## src/design/ppm_map.svh

```systemverilog
// constants for the parallel port address/data multiplexer
// assumes one 100 MHz clock and plain control ports, no register bus
`ifndef PPM_MAP_SVH
`define PPM_MAP_SVH
// ----------------------------------------
// field encodings
// ----------------------------------------
`define PPM_MUX_DEMUX 2'h0
`define PPM_MUX_ONE 2'h1
`define PPM_MUX_TWO 2'h2
`define PPM_MUX_THREE 2'h3
`define PPM_WIDTH_8 2'h0
`define PPM_WIDTH_4 2'h1
`define PPM_MODE_MASTER 2'h3
`define PPM_CSF_PIN14 2'h2
// ----------------------------------------
// timing and reset values
// ----------------------------------------
`define PPM_PHASE_NS 20
`define PPM_CLK_NS 10
`define PPM_PHASE_CYC (((`PPM_PHASE_NS) + (`PPM_CLK_NS) - 1) / (`PPM_CLK_NS))
`define PPM_ACK_TMO 8'h40
`define PPM_RST_BYTE 8'h00
`endif

```

## src/design/ppm_pkg.sv

```systemverilog
// types shared by the parallel port files
// assumes ppm_map.svh for the numbers
package ppm_pkg;
  // master request carried as one word
  typedef struct packed {
    logic wr;
    logic cs_two;
    logic [22:0] addr;
    logic [7:0] data;
  } ppm_req_s;
  // sequencer states
  typedef enum logic [2:0] {
    PPM_IDLE = 3'b000,
    PPM_ALL = 3'b001,
    PPM_ALH = 3'b010,
    PPM_ALU = 3'b011,
    PPM_DATA = 3'b100,
    PPM_DONE = 3'b101
  } ppm_state_e;
endpackage : ppm_pkg

```

## src/design/ppm_buf2.sv

```systemverilog
// two-entry valid/ready buffer with unregistered read data muxed from the slots
// assumes one clock domain
`timescale 1ns/1ps
`default_nettype none
module ppm_buf2 (
  // clock and reset
  input wire logic i_clk,
  input wire logic i_rst_n,
  // fill side
  input wire logic i_valid,
  output logic o_ready,
  input wire logic [7:0] i_data,
  // drain side
  output logic o_valid,
  input wire logic i_ready,
  output logic [7:0] o_data
);
  // ----------------------------------------
  // storage
  // ----------------------------------------
  logic [7:0] mem_q [0:1]; // two byte slots
  logic wp_q; // write slot
  logic rp_q; // read slot
  logic [1:0] cnt_q; // fill count
  logic push;
  logic pop;
  assign push = i_valid && (cnt_q != 2'h2);
  assign pop = o_valid && i_ready;
  assign o_ready = (cnt_q != 2'h2); // honest full, stalls the source
  assign o_valid = (cnt_q != 2'h0);
  // write a slot on push
  always_ff @(posedge i_clk or negedge i_rst_n) begin
    if (!i_rst_n) begin
      mem_q[0] <= 8'h00;
      mem_q[1] <= 8'h00;
      wp_q <= 1'b0;
    end else if (push) begin
      mem_q[wp_q] <= i_data;
      wp_q <= ~wp_q;
    end
  end
  // advance read side and count
  always_ff @(posedge i_clk or negedge i_rst_n) begin
    if (!i_rst_n) begin
      rp_q <= 1'b0;
      cnt_q <= 2'h0;
    end else begin
      if (pop) begin
        rp_q <= ~rp_q;
      end
      cnt_q <= cnt_q + {1'b0, push} - {1'b0, pop};
    end
  end
  // head word read straight from the slot register
  assign o_data = mem_q[rp_q];
endmodule : ppm_buf2
`default_nettype wire

```

## src/design/ppm_top.sv

```systemverilog
// parallel port pin multiplexer: master sequencer and slave buffers
// assumes synchronous control inputs and a single clock
`timescale 1ns/1ps
`default_nettype none
`include "ppm_map.svh"
module ppm_top (
  // clock and reset
  input wire logic i_clk,
  input wire logic i_rst_n,
  // configuration
  input wire logic [1:0] i_addr_mux_select,
  input wire logic [1:0] i_port_width_select,
  input wire logic [1:0] i_port_mode,
  input wire logic [1:0] i_cs_function,
  input wire logic i_strobe_mode_bit,
  // master requests
  input wire logic i_req_valid,
  input wire ppm_pkg::ppm_req_s i_req,
  output logic o_req_ready,
  output logic o_rd_valid,
  output logic [7:0] o_in_buffer_a,
  output logic o_timeout,
  // slave side internal access
  input wire logic i_out_valid,
  input wire logic [7:0] i_out_data,
  output logic o_out_ready,
  output logic o_in_valid,
  input wire logic i_in_ready,
  output logic [7:0] o_in_data,
  // pins
  output logic [14:0] o_port_address_pins,
  output logic [7:0] o_port_data_pins,
  output logic [7:0] o_port_data_oe,
  input wire logic [7:0] i_port_data_pins,
  output logic o_chip_select_one,
  output logic o_chip_select_two,
  output logic o_write_strobe_pin,
  output logic o_read_strobe_pin,
  output logic o_high_lane_indicator,
  output logic o_low_lane_indicator,
  input wire logic i_ack_input_one,
  input wire logic i_ack_input_two,
  input wire logic i_host_cs,
  input wire logic i_host_wr,
  input wire logic i_host_rd
);
  import ppm_pkg::*;
  // ----------------------------------------
  // helpers
  // ----------------------------------------
  // number of latch phases for a mux setting
  function automatic logic [1:0] phases(input logic [1:0] mux);
    phases = mux;
  endfunction : phases
  // state and request holding
  ppm_state_e st_q;
  ppm_req_s req_q;
  logic [1:0] tmr_q; // phase length counter
  logic [7:0] ack_q; // ack wait counter
  logic master;
  logic narrow;
  logic ack_in;
  logic phase_end;
  assign master = (i_port_mode == `PPM_MODE_MASTER);
  assign narrow = (i_port_width_select == `PPM_WIDTH_4);
  assign ack_in = req_q.cs_two ? i_ack_input_two : i_ack_input_one;
  assign phase_end = (tmr_q == 2'(`PPM_PHASE_CYC - 1));
  // ----------------------------------------
  // master sequencer
  // ----------------------------------------
  // walk the address phases the mux setting asks for
  always_ff @(posedge i_clk or negedge i_rst_n) begin
    if (!i_rst_n) begin
      st_q <= PPM_IDLE;
      req_q <= '0;
      tmr_q <= 2'h0;
      ack_q <= 8'h00;
    end else begin
      tmr_q <= phase_end ? 2'h0 : tmr_q + 2'h1;
      case (st_q)
        PPM_IDLE: begin
          tmr_q <= 2'h0;
          ack_q <= 8'h00;
          if (master && i_req_valid) begin
            req_q <= i_req;
            // 00 goes straight to data, others latch first
            st_q <= (phases(i_addr_mux_select) == 2'h0) ? PPM_DATA : PPM_ALL;
          end
        end
        PPM_ALL: begin
          if (phase_end) begin
            st_q <= (phases(i_addr_mux_select) >= 2'h2) ? PPM_ALH : PPM_DATA;
          end
        end
        PPM_ALH: begin
          if (phase_end) begin
            st_q <= (phases(i_addr_mux_select) == 2'h3) ? PPM_ALU : PPM_DATA;
          end
        end
        PPM_ALU: begin
          if (phase_end) begin
            st_q <= PPM_DATA;
          end
        end
        PPM_DATA: begin
          tmr_q <= 2'h0;
          ack_q <= ack_q + 8'h01;
          // completes on ack or after a bounded wait
          if (ack_in || (ack_q == `PPM_ACK_TMO)) begin
            st_q <= PPM_DONE;
          end
        end
        default: begin
          st_q <= PPM_IDLE;
        end
      endcase
    end
  end
  // address phase payload per state and width
  logic [7:0] addr_byte;
  always_comb begin
    addr_byte = 8'h00;
    if (narrow) begin
      case (st_q)
        PPM_ALL: addr_byte = (phases(i_addr_mux_select) == 2'h1) ?
          req_q.addr[7:0] : {4'h0, req_q.addr[3:0]};
        PPM_ALH: addr_byte = {4'h0, req_q.addr[7:4]};
        PPM_ALU: addr_byte = {4'h0, req_q.addr[11:8]};
        default: addr_byte = 8'h00;
      endcase
    end else begin
      case (st_q)
        PPM_ALL: addr_byte = req_q.addr[7:0];
        PPM_ALH: addr_byte = req_q.addr[15:8];
        PPM_ALU: addr_byte = {1'b0, req_q.addr[22:16]};
        default: addr_byte = 8'h00;
      endcase
    end
  end
  // ----------------------------------------
  // pin drivers, all registered
  // ----------------------------------------
  logic in_phase;
  logic data_ph;
  logic sob_valid; // outgoing buffer holds a byte for the host
  logic [7:0] sob_data; // head byte of the outgoing buffer
  assign in_phase = (st_q == PPM_ALL) || (st_q == PPM_ALH) ||
    (st_q == PPM_ALU);
  assign data_ph = (st_q == PPM_DATA);
  // address pins, latch strobes and chip selects
  always_ff @(posedge i_clk or negedge i_rst_n) begin
    if (!i_rst_n) begin
      o_port_address_pins <= 15'h0000;
      o_chip_select_one <= 1'b0;
      o_chip_select_two <= 1'b0;
    end else begin
      o_port_address_pins <= 15'h0000;
      if (i_addr_mux_select == `PPM_MUX_DEMUX) begin
        o_port_address_pins[9:0] <= req_q.addr[9:0];
      end else begin
        o_port_address_pins[0] <= (st_q == PPM_ALL);
        o_port_address_pins[1] <= (st_q == PPM_ALH);
        o_port_address_pins[2] <= (st_q == PPM_ALU);
        if (narrow && (i_addr_mux_select == `PPM_MUX_THREE)) begin
          o_port_address_pins[13:12] <= req_q.addr[13:12];
        end else if (narrow) begin
          o_port_address_pins[9:8] <= req_q.addr[9:8];
        end
      end
      // pin fourteen carries chip select one when chosen
      if (i_cs_function == `PPM_CSF_PIN14) begin
        o_port_address_pins[14] <= (in_phase || data_ph) && !req_q.cs_two;
        o_chip_select_one <= 1'b0;
      end else begin
        o_chip_select_one <= (in_phase || data_ph) && !req_q.cs_two;
      end
      o_chip_select_two <= (in_phase || data_ph) && req_q.cs_two;
    end
  end
  // data pins, strobes and lane indicators
  always_ff @(posedge i_clk or negedge i_rst_n) begin
    if (!i_rst_n) begin
      o_port_data_pins <= `PPM_RST_BYTE;
      o_port_data_oe <= 8'h00;
      o_write_strobe_pin <= 1'b0;
      o_read_strobe_pin <= 1'b0;
      o_high_lane_indicator <= 1'b0;
      o_low_lane_indicator <= 1'b0;
    end else begin
      o_port_data_pins <= `PPM_RST_BYTE;
      o_port_data_oe <= 8'h00;
      if (master && in_phase) begin
        // the latch takes this value while its strobe is up
        o_port_data_pins <= addr_byte;
        o_port_data_oe <= narrow && (i_addr_mux_select != `PPM_MUX_ONE) ?
          8'h0f : 8'hff;
      end else if (master && data_ph && req_q.wr) begin
        o_port_data_pins <= req_q.data;
        o_port_data_oe <= narrow ? 8'h0f : 8'hff;
      end else if (!master && i_host_cs && i_host_rd) begin
        // an empty buffer reads as the idle byte, never a stale one
        o_port_data_pins <= sob_valid ? sob_data : `PPM_RST_BYTE;
        o_port_data_oe <= 8'hff;
      end
      // separate strobes, or direction plus enable
      if (master && i_strobe_mode_bit) begin
        o_read_strobe_pin <= data_ph && !req_q.wr;
        o_write_strobe_pin <= data_ph;
      end else if (master) begin
        o_read_strobe_pin <= data_ph && !req_q.wr;
        o_write_strobe_pin <= data_ph && req_q.wr;
      end else begin
        o_read_strobe_pin <= 1'b0;
        o_write_strobe_pin <= 1'b0;
      end
      o_high_lane_indicator <= master && data_ph && !narrow;
      o_low_lane_indicator <= master && data_ph;
    end
  end
  // ----------------------------------------
  // master read capture and handshakes
  // ----------------------------------------
  always_ff @(posedge i_clk or negedge i_rst_n) begin
    if (!i_rst_n) begin
      o_in_buffer_a <= 8'h00;
      o_rd_valid <= 1'b0;
      o_timeout <= 1'b0;
      o_req_ready <= 1'b0;
    end else begin
      o_rd_valid <= 1'b0;
      o_timeout <= 1'b0;
      o_req_ready <= master && (st_q == PPM_IDLE) && !i_req_valid;
      if (data_ph && (ack_in || (ack_q == `PPM_ACK_TMO))) begin
        if (!req_q.wr) begin
          o_in_buffer_a <= narrow ? {4'h0, i_port_data_pins[3:0]} :
            i_port_data_pins;
          o_rd_valid <= 1'b1;
        end
        o_timeout <= !ack_in;
      end
    end
  end
  // ----------------------------------------
  // slave side: strobe synchronisers and buffers
  // ----------------------------------------
  logic [2:0] wr_s1_q;
  logic [2:0] wr_s2_q;
  logic [7:0] dat_s1_q;
  logic [7:0] dat_s2_q;
  logic wr_prev_q;
  logic rd_prev_q;
  logic [7:0] dat_prev_q; // byte sampled with the previous strobe sample
  // two stages before any logic but the slave read data drive looks at host strobes
  always_ff @(posedge i_clk or negedge i_rst_n) begin
    if (!i_rst_n) begin
      wr_s1_q <= 3'h0;
      wr_s2_q <= 3'h0;
      dat_s1_q <= 8'h00;
      dat_s2_q <= 8'h00;
      wr_prev_q <= 1'b0;
      rd_prev_q <= 1'b0;
      dat_prev_q <= 8'h00;
    end else begin
      wr_s1_q <= {i_host_rd, i_host_wr, i_host_cs};
      wr_s2_q <= wr_s1_q;
      dat_s1_q <= i_port_data_pins;
      dat_s2_q <= dat_s1_q;
      // keep the byte aligned with the strobe edge detector, so the
      // pushed byte is the one seen while the host strobe was still up
      dat_prev_q <= dat_s2_q;
      wr_prev_q <= wr_s2_q[1] && wr_s2_q[0];
      rd_prev_q <= wr_s2_q[2] && wr_s2_q[0];
    end
  end
  // falling edge of a host write pushes one byte
  logic host_push;
  logic host_pop;
  assign host_push = !master && wr_prev_q && !(wr_s2_q[1] && wr_s2_q[0]);
  assign host_pop = !master && rd_prev_q && !(wr_s2_q[2] && wr_s2_q[0]);
  // up to two incoming bytes held until internal logic reads them, more are dropped
  ppm_buf2 u_in_buf (
    .i_clk(i_clk),
    .i_rst_n(i_rst_n),
    .i_valid(host_push),
    .o_ready(),
    .i_data(dat_prev_q),
    .o_valid(o_in_valid),
    .i_ready(i_in_ready),
    .o_data(o_in_data)
  );
  // outgoing bytes wait for the host to read them
  ppm_buf2 u_out_buf (
    .i_clk(i_clk),
    .i_rst_n(i_rst_n),
    .i_valid(i_out_valid && !master),
    .o_ready(o_out_ready),
    .i_data(i_out_data),
    .o_valid(sob_valid),
    .i_ready(host_pop),
    .o_data(sob_data)
  );
endmodule : ppm_top
`default_nettype wire

```

## config.mk

```make
export PLATFORM = sky130hd
export DESIGN_NAME = ppm_top
export DESIGN_NICKNAME = d
export VERILOG_FILES = /design/src/design/ppm_pkg.sv /design/src/design/ppm_buf2.sv /design/src/design/ppm_top.sv
export VERILOG_INCLUDE_DIRS = /design/src /design/src/design
export SDC_FILE = /design/constraint.sdc
export NUM_CORES = 1
export LEC_CHECK = 0
export ABC_AREA = 1
export BUFFER_PORTS_ARGS = -buffer_cell sky130_fd_sc_hd__buf_2
export CAP_MARGIN = 20
export CORE_MARGIN = 4
export CORE_UTILIZATION = 35
export DETAILED_ROUTE_END_ITERATION = 8
export MAX_ROUTING_LAYER = met4
export PLACE_DENSITY = 0.54
export SLEW_MARGIN = 20
export SYNTH_ARGS = -nofsm -noshare
export SYNTH_HDL_FRONTEND = slang
export SYNTH_HIERARCHICAL = 1
export SYNTH_SLANG_ARGS = --single-unit
export TNS_END_PERCENT = 50
```

## constraint.sdc

```tcl
create_clock -name i_clk -period 3.8 [get_ports i_clk]
set_input_delay 1.14 -clock i_clk [delete_from_list [all_inputs] [get_ports i_clk]]
set_output_delay 1.14 -clock i_clk [all_outputs]
set_load 0.1 [all_outputs]
```

==> summary.txt, run 1 <==
Synth
  – Synth async-reset ratio: 1.00
  – Syn_area_per_cell: 8.77 um^2
  – Netlist cell types: 32
  – Cells after Synth: 797
  – Top FF cell, synth: dfrtp_1
  – Seq/Total Area, Yosys: 0.566
  – Mapped cell area: 6990 um^2
  – YS warnings: 6
  – Number of flops mapped to enable cells by yosys: 0
  – #FFs+latches synth: 158

Hold path
  – Worst min-delay path class: reg -> reg

Placed design
  – Routability Congestion: 0.805
  – I/O Buffers: 123
  – DP HPWL: 11900 um

Die
  – Core footprint: 19500 um^2
  – Die X: 149 um
  – Row Count: 51
  – Starting Density: 0.358
  – Die area: 22300 um^2
  – I/O pin total: 126
  – Die height: 149 um

Final layout
  – Most frequent cells in the layout: nand2_1 (266), dfrtp_1 (158), buf_2 (122), nor2_1 (67)
  – Fill cells: 2040
  – Commonest non-fill, non-tap cell in the layout: nand2_1
  – Area Growth Syn to Fin: 19.7%
  – Nets@finish: 978
  – Layout cells sized above 1: 0.212
  – Core Util, Final: 0.428
  – Diode count: 0

Global route
  – Congestion Overflow GR: 0
  – Vias in the first global route: 5394
  – First-pass GRT wire length: 27200 um
  – Pin count of the biggest net entering global routing: 81
  – Initial antenna violation count: 0
  – Overall Global Routing Usage: 0.159

Timing
  – Final Max Tran Viols: 0
  – Fin crit share: 0.750
  – Final Hold Viols: 0
  – Clk_skew: 8.88 ps
  – Achievable Freq: 351 MHz
  – Tmin final: 2850 ps
  – Relative slew slack: 0.501
  – Setup TNS Final: 0 ps
  – Tightest Pin Transition: 748 ps
  – RSZ-0062 raised after global routing: no
  – Final setup viols: 0
  – Hold WS: 345 ps

Setup path
  – Arr. time, crit path: 1710 ps
  – CP Data Required Time: 2660 ps
  – Critical path type: reg -> out
  – Critical path's slowest cell: buf_2
  – Worst-path cell chain: nand2_2 > buf_2
  – WP buf/inv: 1
  – Startpoint Class: flip-flop
  – Slowest stage delay, CP: 510 ps
  – CP Capture Type: primary output
  – Top Family by Delay on Critical Path: buffers and inverters
  – Crit Path Max Fanout: 21

Routing
  – DR vias/cell: 4.66
  – Routed WL per cell: 14.1 um
  – Drt total wl: 16600 um
  – DRT iter0 DRCs: 310
  – Initial DRT Pass Iterations: 5
  – ANT nets after route: 0
  – DRC viols: 0
  – Via count: 5520

Clock tree
  – CTS tree: yes
  – Clk sinks: 158
  – CTS Hold Bufs: 0
  – Clock tree buffer depth: 2
  – Clk root buf: clkbuf_16
  – H-Tree Depth: 4
  – Worst skew pair latency: 420 ps
  – Num CTS Buffers: 17
  – Clock transition at path regs: 60 ps
  – Post-CTS setup buffer count: 0
  – Post_cts resized: 0

Power
  – Gate power share: 0.420
  – Flop pwr share: 0.339
  – P_leak: 4.53 nW
  – Clock power frac: 0.240
  – Int Pwr: 3.95 mW
  – Switching Power: 3.64 mW
  – Net Sw Frac: 0.479
  – Power Dens Cells: 908 nW/um^2
  – Overall power: 7.59 mW
  – VDD IR-drop max: 433 uV

Run status
  – Result of the run: finished clean

Job
  – Max cap viols: 0
path summary, 6_finish.rpt:
kind                                                   start                        end  slack, ps  depth (start not counted)
worst min register to register         dat_s2_q[1]$_DFF_PN0_    dat_prev_q[1]$_DFF_PN0_        350                          0
worst max-delay path            u_out_buf/cnt_q[1]$_DFF_PN0_                o_out_ready        950                          2
worst min-delay path                   dat_s2_q[1]$_DFF_PN0_    dat_prev_q[1]$_DFF_PN0_        350                          0
worst max register to register           st_q[1]$_DFFE_PN0P_       req_q[9]$_DFFE_PN0P_       1590                          8
max in group asynchronous                            i_rst_n      req_q[10]$_DFFE_PN0P_       2250                          2
min in group asynchronous                            i_rst_n  u_in_buf/rp_q$_DFFE_PN0P_        750                          1
cells in the mapped netlist (3+ instances only):
cell type,count,area [um^2]
nand2_1,267,1000
dfrtp_1,158,3950
nor2_1,67,251
inv_1,61,229
nand4_1,61,382
nand3_1,57,285
buf_4,21,158
o21ai_0,15,75.1
a21oi_1,13,65.1
a21oi_2,12,105
buf_2,8,40.0
buf_6,6,67.6
clkbuf_1,6,22.5
clkinv_1,5,18.8
nand2_2,5,31.3
ha_1,4,50.1
inv_2,4,15.0
nand2_4,3,33.8
nand3_2,3,30.0
nand3b_1,3,22.5
nor3_1,3,15.0
xor2_1,3,26.3
area by class of cell:
| type | count | area, um^2 | share of cell area |
|---|---|---|---|
| flip-flops and latches | 158 | 3950 | 0.473 |
| multi-input cells | 527 | 2480 | 0.297 |
| inverters | 70 | 263 | 0.0314 |
| repair buffers | 132 | 702 | 0.0839 |
| well taps | 265 | 332 | 0.0396 |
| clock inverters | 12 | 184 | 0.0220 |
| clock buffers | 20 | 447 | 0.0534 |
power by group through the flow:
stage | Combinational, mW | Clock, mW | Sequential (mW)
after floorplan | 2.00 | 0 | 3.25
after global placement | 3.20 | 0 | 2.60
after detailed placement | 3.22 | 0 | 2.60
after CTS | 3.23 | 1.87 | 2.58
after global routing | 3.47 | 1.95 | 2.65
final | 3.19 | 1.82 | 2.58
worst reg2reg max path, stage by stage, from the launching register on:
cell	delay (ps)
dfrtp_1	550
buf_4	280
nor2_8	210
nand2_4	110
inv_2	290
nand2_2	70
buf_4	290
nor2_1	250
a21oi_2	40
sequential cells by signal, summed over array words and instances, names as in the netlist, 8 cells and up:
register and cells:
dat_s2_q 8, dat_s1_q 8, req_q 33, ack_q 8, o_in_buffer_a 8, o_port_data_pins 8, dat_prev_q 8, u_out_buf/mem_q 16
u_in_buf/mem_q 16, o_port_address_pins 13
through the flow:
| step | instance area, um^2 | std cells | worst slack, ps |
|---|---|---|---|
| floorplan | 6990 | 798 | 1230 |
| global placement | 7730 | 1152 | 893 |
| detailed placement | 7730 | 1152 | 856 |
| CTS | 8360 | 1184 | 912 |
| global route | 8360 | 1184 | 753 |
| finish | 8360 | 1184 | 949 |
metal layers:
metal	vias up	track usage	share of wire
met5	-	-	0
met1	2583	0.215	0.47
met3	28	0.0374	0.037
li1	2777	-	-
met2	132	0.239	0.48
met4	0	0.0503	0.022
cells by family after synthesis:
family,share of synthesized area
AND/OR/NAND/NOR,0.305
flip-flops,0.566
buffers and inverters,0.0798
AO/OA/AOI/OAI,0.0378
adder cells (fa/ha/maj),0.00716
XOR/XNOR,0.00376
other,0.000537
Power figures use the tool's default switching activity.
==> run 2: changes to the inputs <==
==> constraint.sdc (replaced) <==
create_clock -name i_clk -period 2.8 [get_ports i_clk]
set_input_delay 0.84 -clock i_clk [delete_from_list [all_inputs] [get_ports i_clk]]
set_output_delay 0.84 -clock i_clk [all_outputs]
set_load 0.1 [all_outputs]
==> summary.txt, run 2 (synthesis results as in run 1) <==
Run status
  – Result of the run: finished clean

Routing
  – DR vias/cell: 4.61
  – Met3 Wirelength: 653 um
  – DRT iter0 DRCs: 308
  – ANT nets after route: 0
  – Highest routed layer: met4
  – Drt total wl: 16700 um
  – Via count: 5479
  – Routed WL per cell: 14.0 um
  – DRC viols: 0
  – Routed metal-1 wirelength: 7830 um
  – Met2 wire len: 7840 um
  – Initial DRT Pass Iterations: 4

Die
  – Die height: 149 um
  – I/O pin total: 126
  – Die X: 149 um
  – Row Count: 51
  – Starting Density: 0.358
  – Die area: 22300 um^2
  – Core footprint: 19500 um^2

Placed design
  – DP HPWL: 12000 um
  – I/O Buffers: 123
  – Routability Congestion: 0.839

Global route
  – Congestion Overflow GR: 0
  – Overall Global Routing Usage: 0.159
  – Vias in the first global route: 5291
  – First-pass GRT wire length: 27000 um
  – Initial antenna violation count: 0
  – Pin count of the biggest net entering global routing: 56

Timing
  – Tightest Pin Transition: 543 ps
  – Setup TNS Final: 0 ps
  – Final Hold Viols: 0
  – Clk_skew: 9.48 ps
  – Final Max Tran Viols: 0
  – Relative slew slack: 0.638
  – Fin crit share: 0.908
  – Hold WS: 344 ps
  – Final setup viols: 0
  – Achievable Freq: 393 MHz
  – RSZ-0062 raised after global routing: no
  – Tmin final: 2540 ps

Clock tree
  – Post_cts resized: 0
  – Clk root buf: clkbuf_16
  – Clk sinks: 158
  – Clock transition at path regs: 60 ps
  – Worst skew pair latency: 420 ps
  – Clock tree buffer depth: 2
  – Post-CTS setup buffer count: 0
  – CTS Hold Bufs: 0
  – H-Tree Depth: 4
  – CTS tree: yes
  – Num CTS Buffers: 17

Power
  – Power Dens Cells: 1210 nW/um^2
  – VDD IR-drop max: 633 uV
  – P_leak: 4.55 nW

Setup path
  – Slowest stage delay, CP: 500 ps
  – Worst-path cell chain: clkinv_1 > nand2_1 > nand2_1 > buf_2
  – CP Capture Type: primary output
  – Crit Path Max Fanout: 9
  – Critical path's slowest cell: dfrtp_1
  – FF-to-FF path depth: 8
  – Arr. time, crit path: 1700 ps
  – Critical path type: reg -> out
  – CP Data Required Time: 1960 ps
  – Startpoint Class: flip-flop
  – CP dominant cell by count: nand2_1

Final layout
  – Fill cells: 2027
  – Commonest non-fill, non-tap cell in the layout: nand2_1
  – Area Growth Syn to Fin: 19.8%
  – Diode count: 0
  – Max reg flops: 33
  – Most frequent cells in the layout: nand2_1 (266), dfrtp_1 (158), buf_2 (122), nor2_1 (67)
  – Biggest regs: req_q x33, u_in_buf/mem_q x16, u_out_buf/mem_q x16
  – Nets@finish: 984
  – Layout cells sized above 1: 0.217
  – Biggest register: req_q

Hold path
  – Worst min-delay path class: reg -> reg
  – Hold Crit Depth: 0

Job
  – Max cap viols: 0
[run 2: cell types whose count changed in the layout (fill, tap and decap cells not counted)]
cell / change
buf_12: +1
buf_4: +5
bufinv_16: -2
clkbuf_1: -1
clkbuf_8: +2
clkinv_2: +2
clkinv_4: -1
clkinvlp_4: -2
[run 2: path summary, 6_finish.rpt]
kind | slack (ps) | end | from
worst min-delay path | 340 | dat_prev_q[3]$_DFF_PN0_ | dat_s2_q[3]$_DFF_PN0_
min in group asynchronous | 380 | u_in_buf/mem_q[6]$_DFFE_PN0P_ | i_rst_n
worst max-delay path | 260 | o_in_data[1] | u_in_buf/rp_q$_DFFE_PN0P_
max in group asynchronous | 1740 | tmr_q[1]$_DFF_PN0_ | i_rst_n
worst max register to register | 760 | o_port_data_pins[2]$_DFF_PN0_ | st_q[1]$_DFFE_PN0P_
worst min register to register | 340 | dat_prev_q[3]$_DFF_PN0_ | dat_s2_q[3]$_DFF_PN0_
[run 2: metrics by stage]
stage / util / setup slack (ps) / area, um^2 / total power, mW / instances
2_1_floorplan: - / 529 / 6990 / 7.12 / 798
3_3_place_gp: 0.399 / 510 / 7790 / 7.93 / 1158
3_5_place_dp: 0.399 / 445 / 7790 / 7.96 / 1158
4_1_cts: 0.429 / 197 / 8370 / 10.3 / 1188
5_1_grt: 0.429 / 54.8 / 8370 / 10.8 / 1188
6_report: 0.429 / 257 / 8370 / 10.2 / 1188
[run 2: power by group]
part           total, mW  leakage, nW  internal, mW  switching (mW)
Combinational       4.36         2.29         0.863            3.50
Sequential          3.50         1.97          3.00           0.504
Clock               2.30        0.290          1.38           0.920
[run 2: routing by layer]
metal / track usage / vias up
met5: - / -
met4: 0.0618 / 0
met3: 0.0334 / 21
met2: 0.236 / 126
met1: 0.216 / 2542
li1: - / 2790
[run 2: layout make-up]
| type | instances | area (um^2) | share of cell area |
|---|---|---|---|
| flip-flops and latches | 158 | 3950 | 0.472 |
| multi-input cells | 527 | 2480 | 0.297 |
| repair buffers | 138 | 759 | 0.0907 |
| clock buffers | 21 | 470 | 0.0562 |
| well taps | 265 | 332 | 0.0396 |
| inverters | 70 | 263 | 0.0314 |
| clock inverters | 9 | 110 | 0.0132 |
[run 2: worst max-delay path, delay by kind of cell (launching register included)]
family	cells	cell delay, ps
buffers and inverters	2	600
flip-flops	1	500
AND/OR/NAND/NOR	2	190
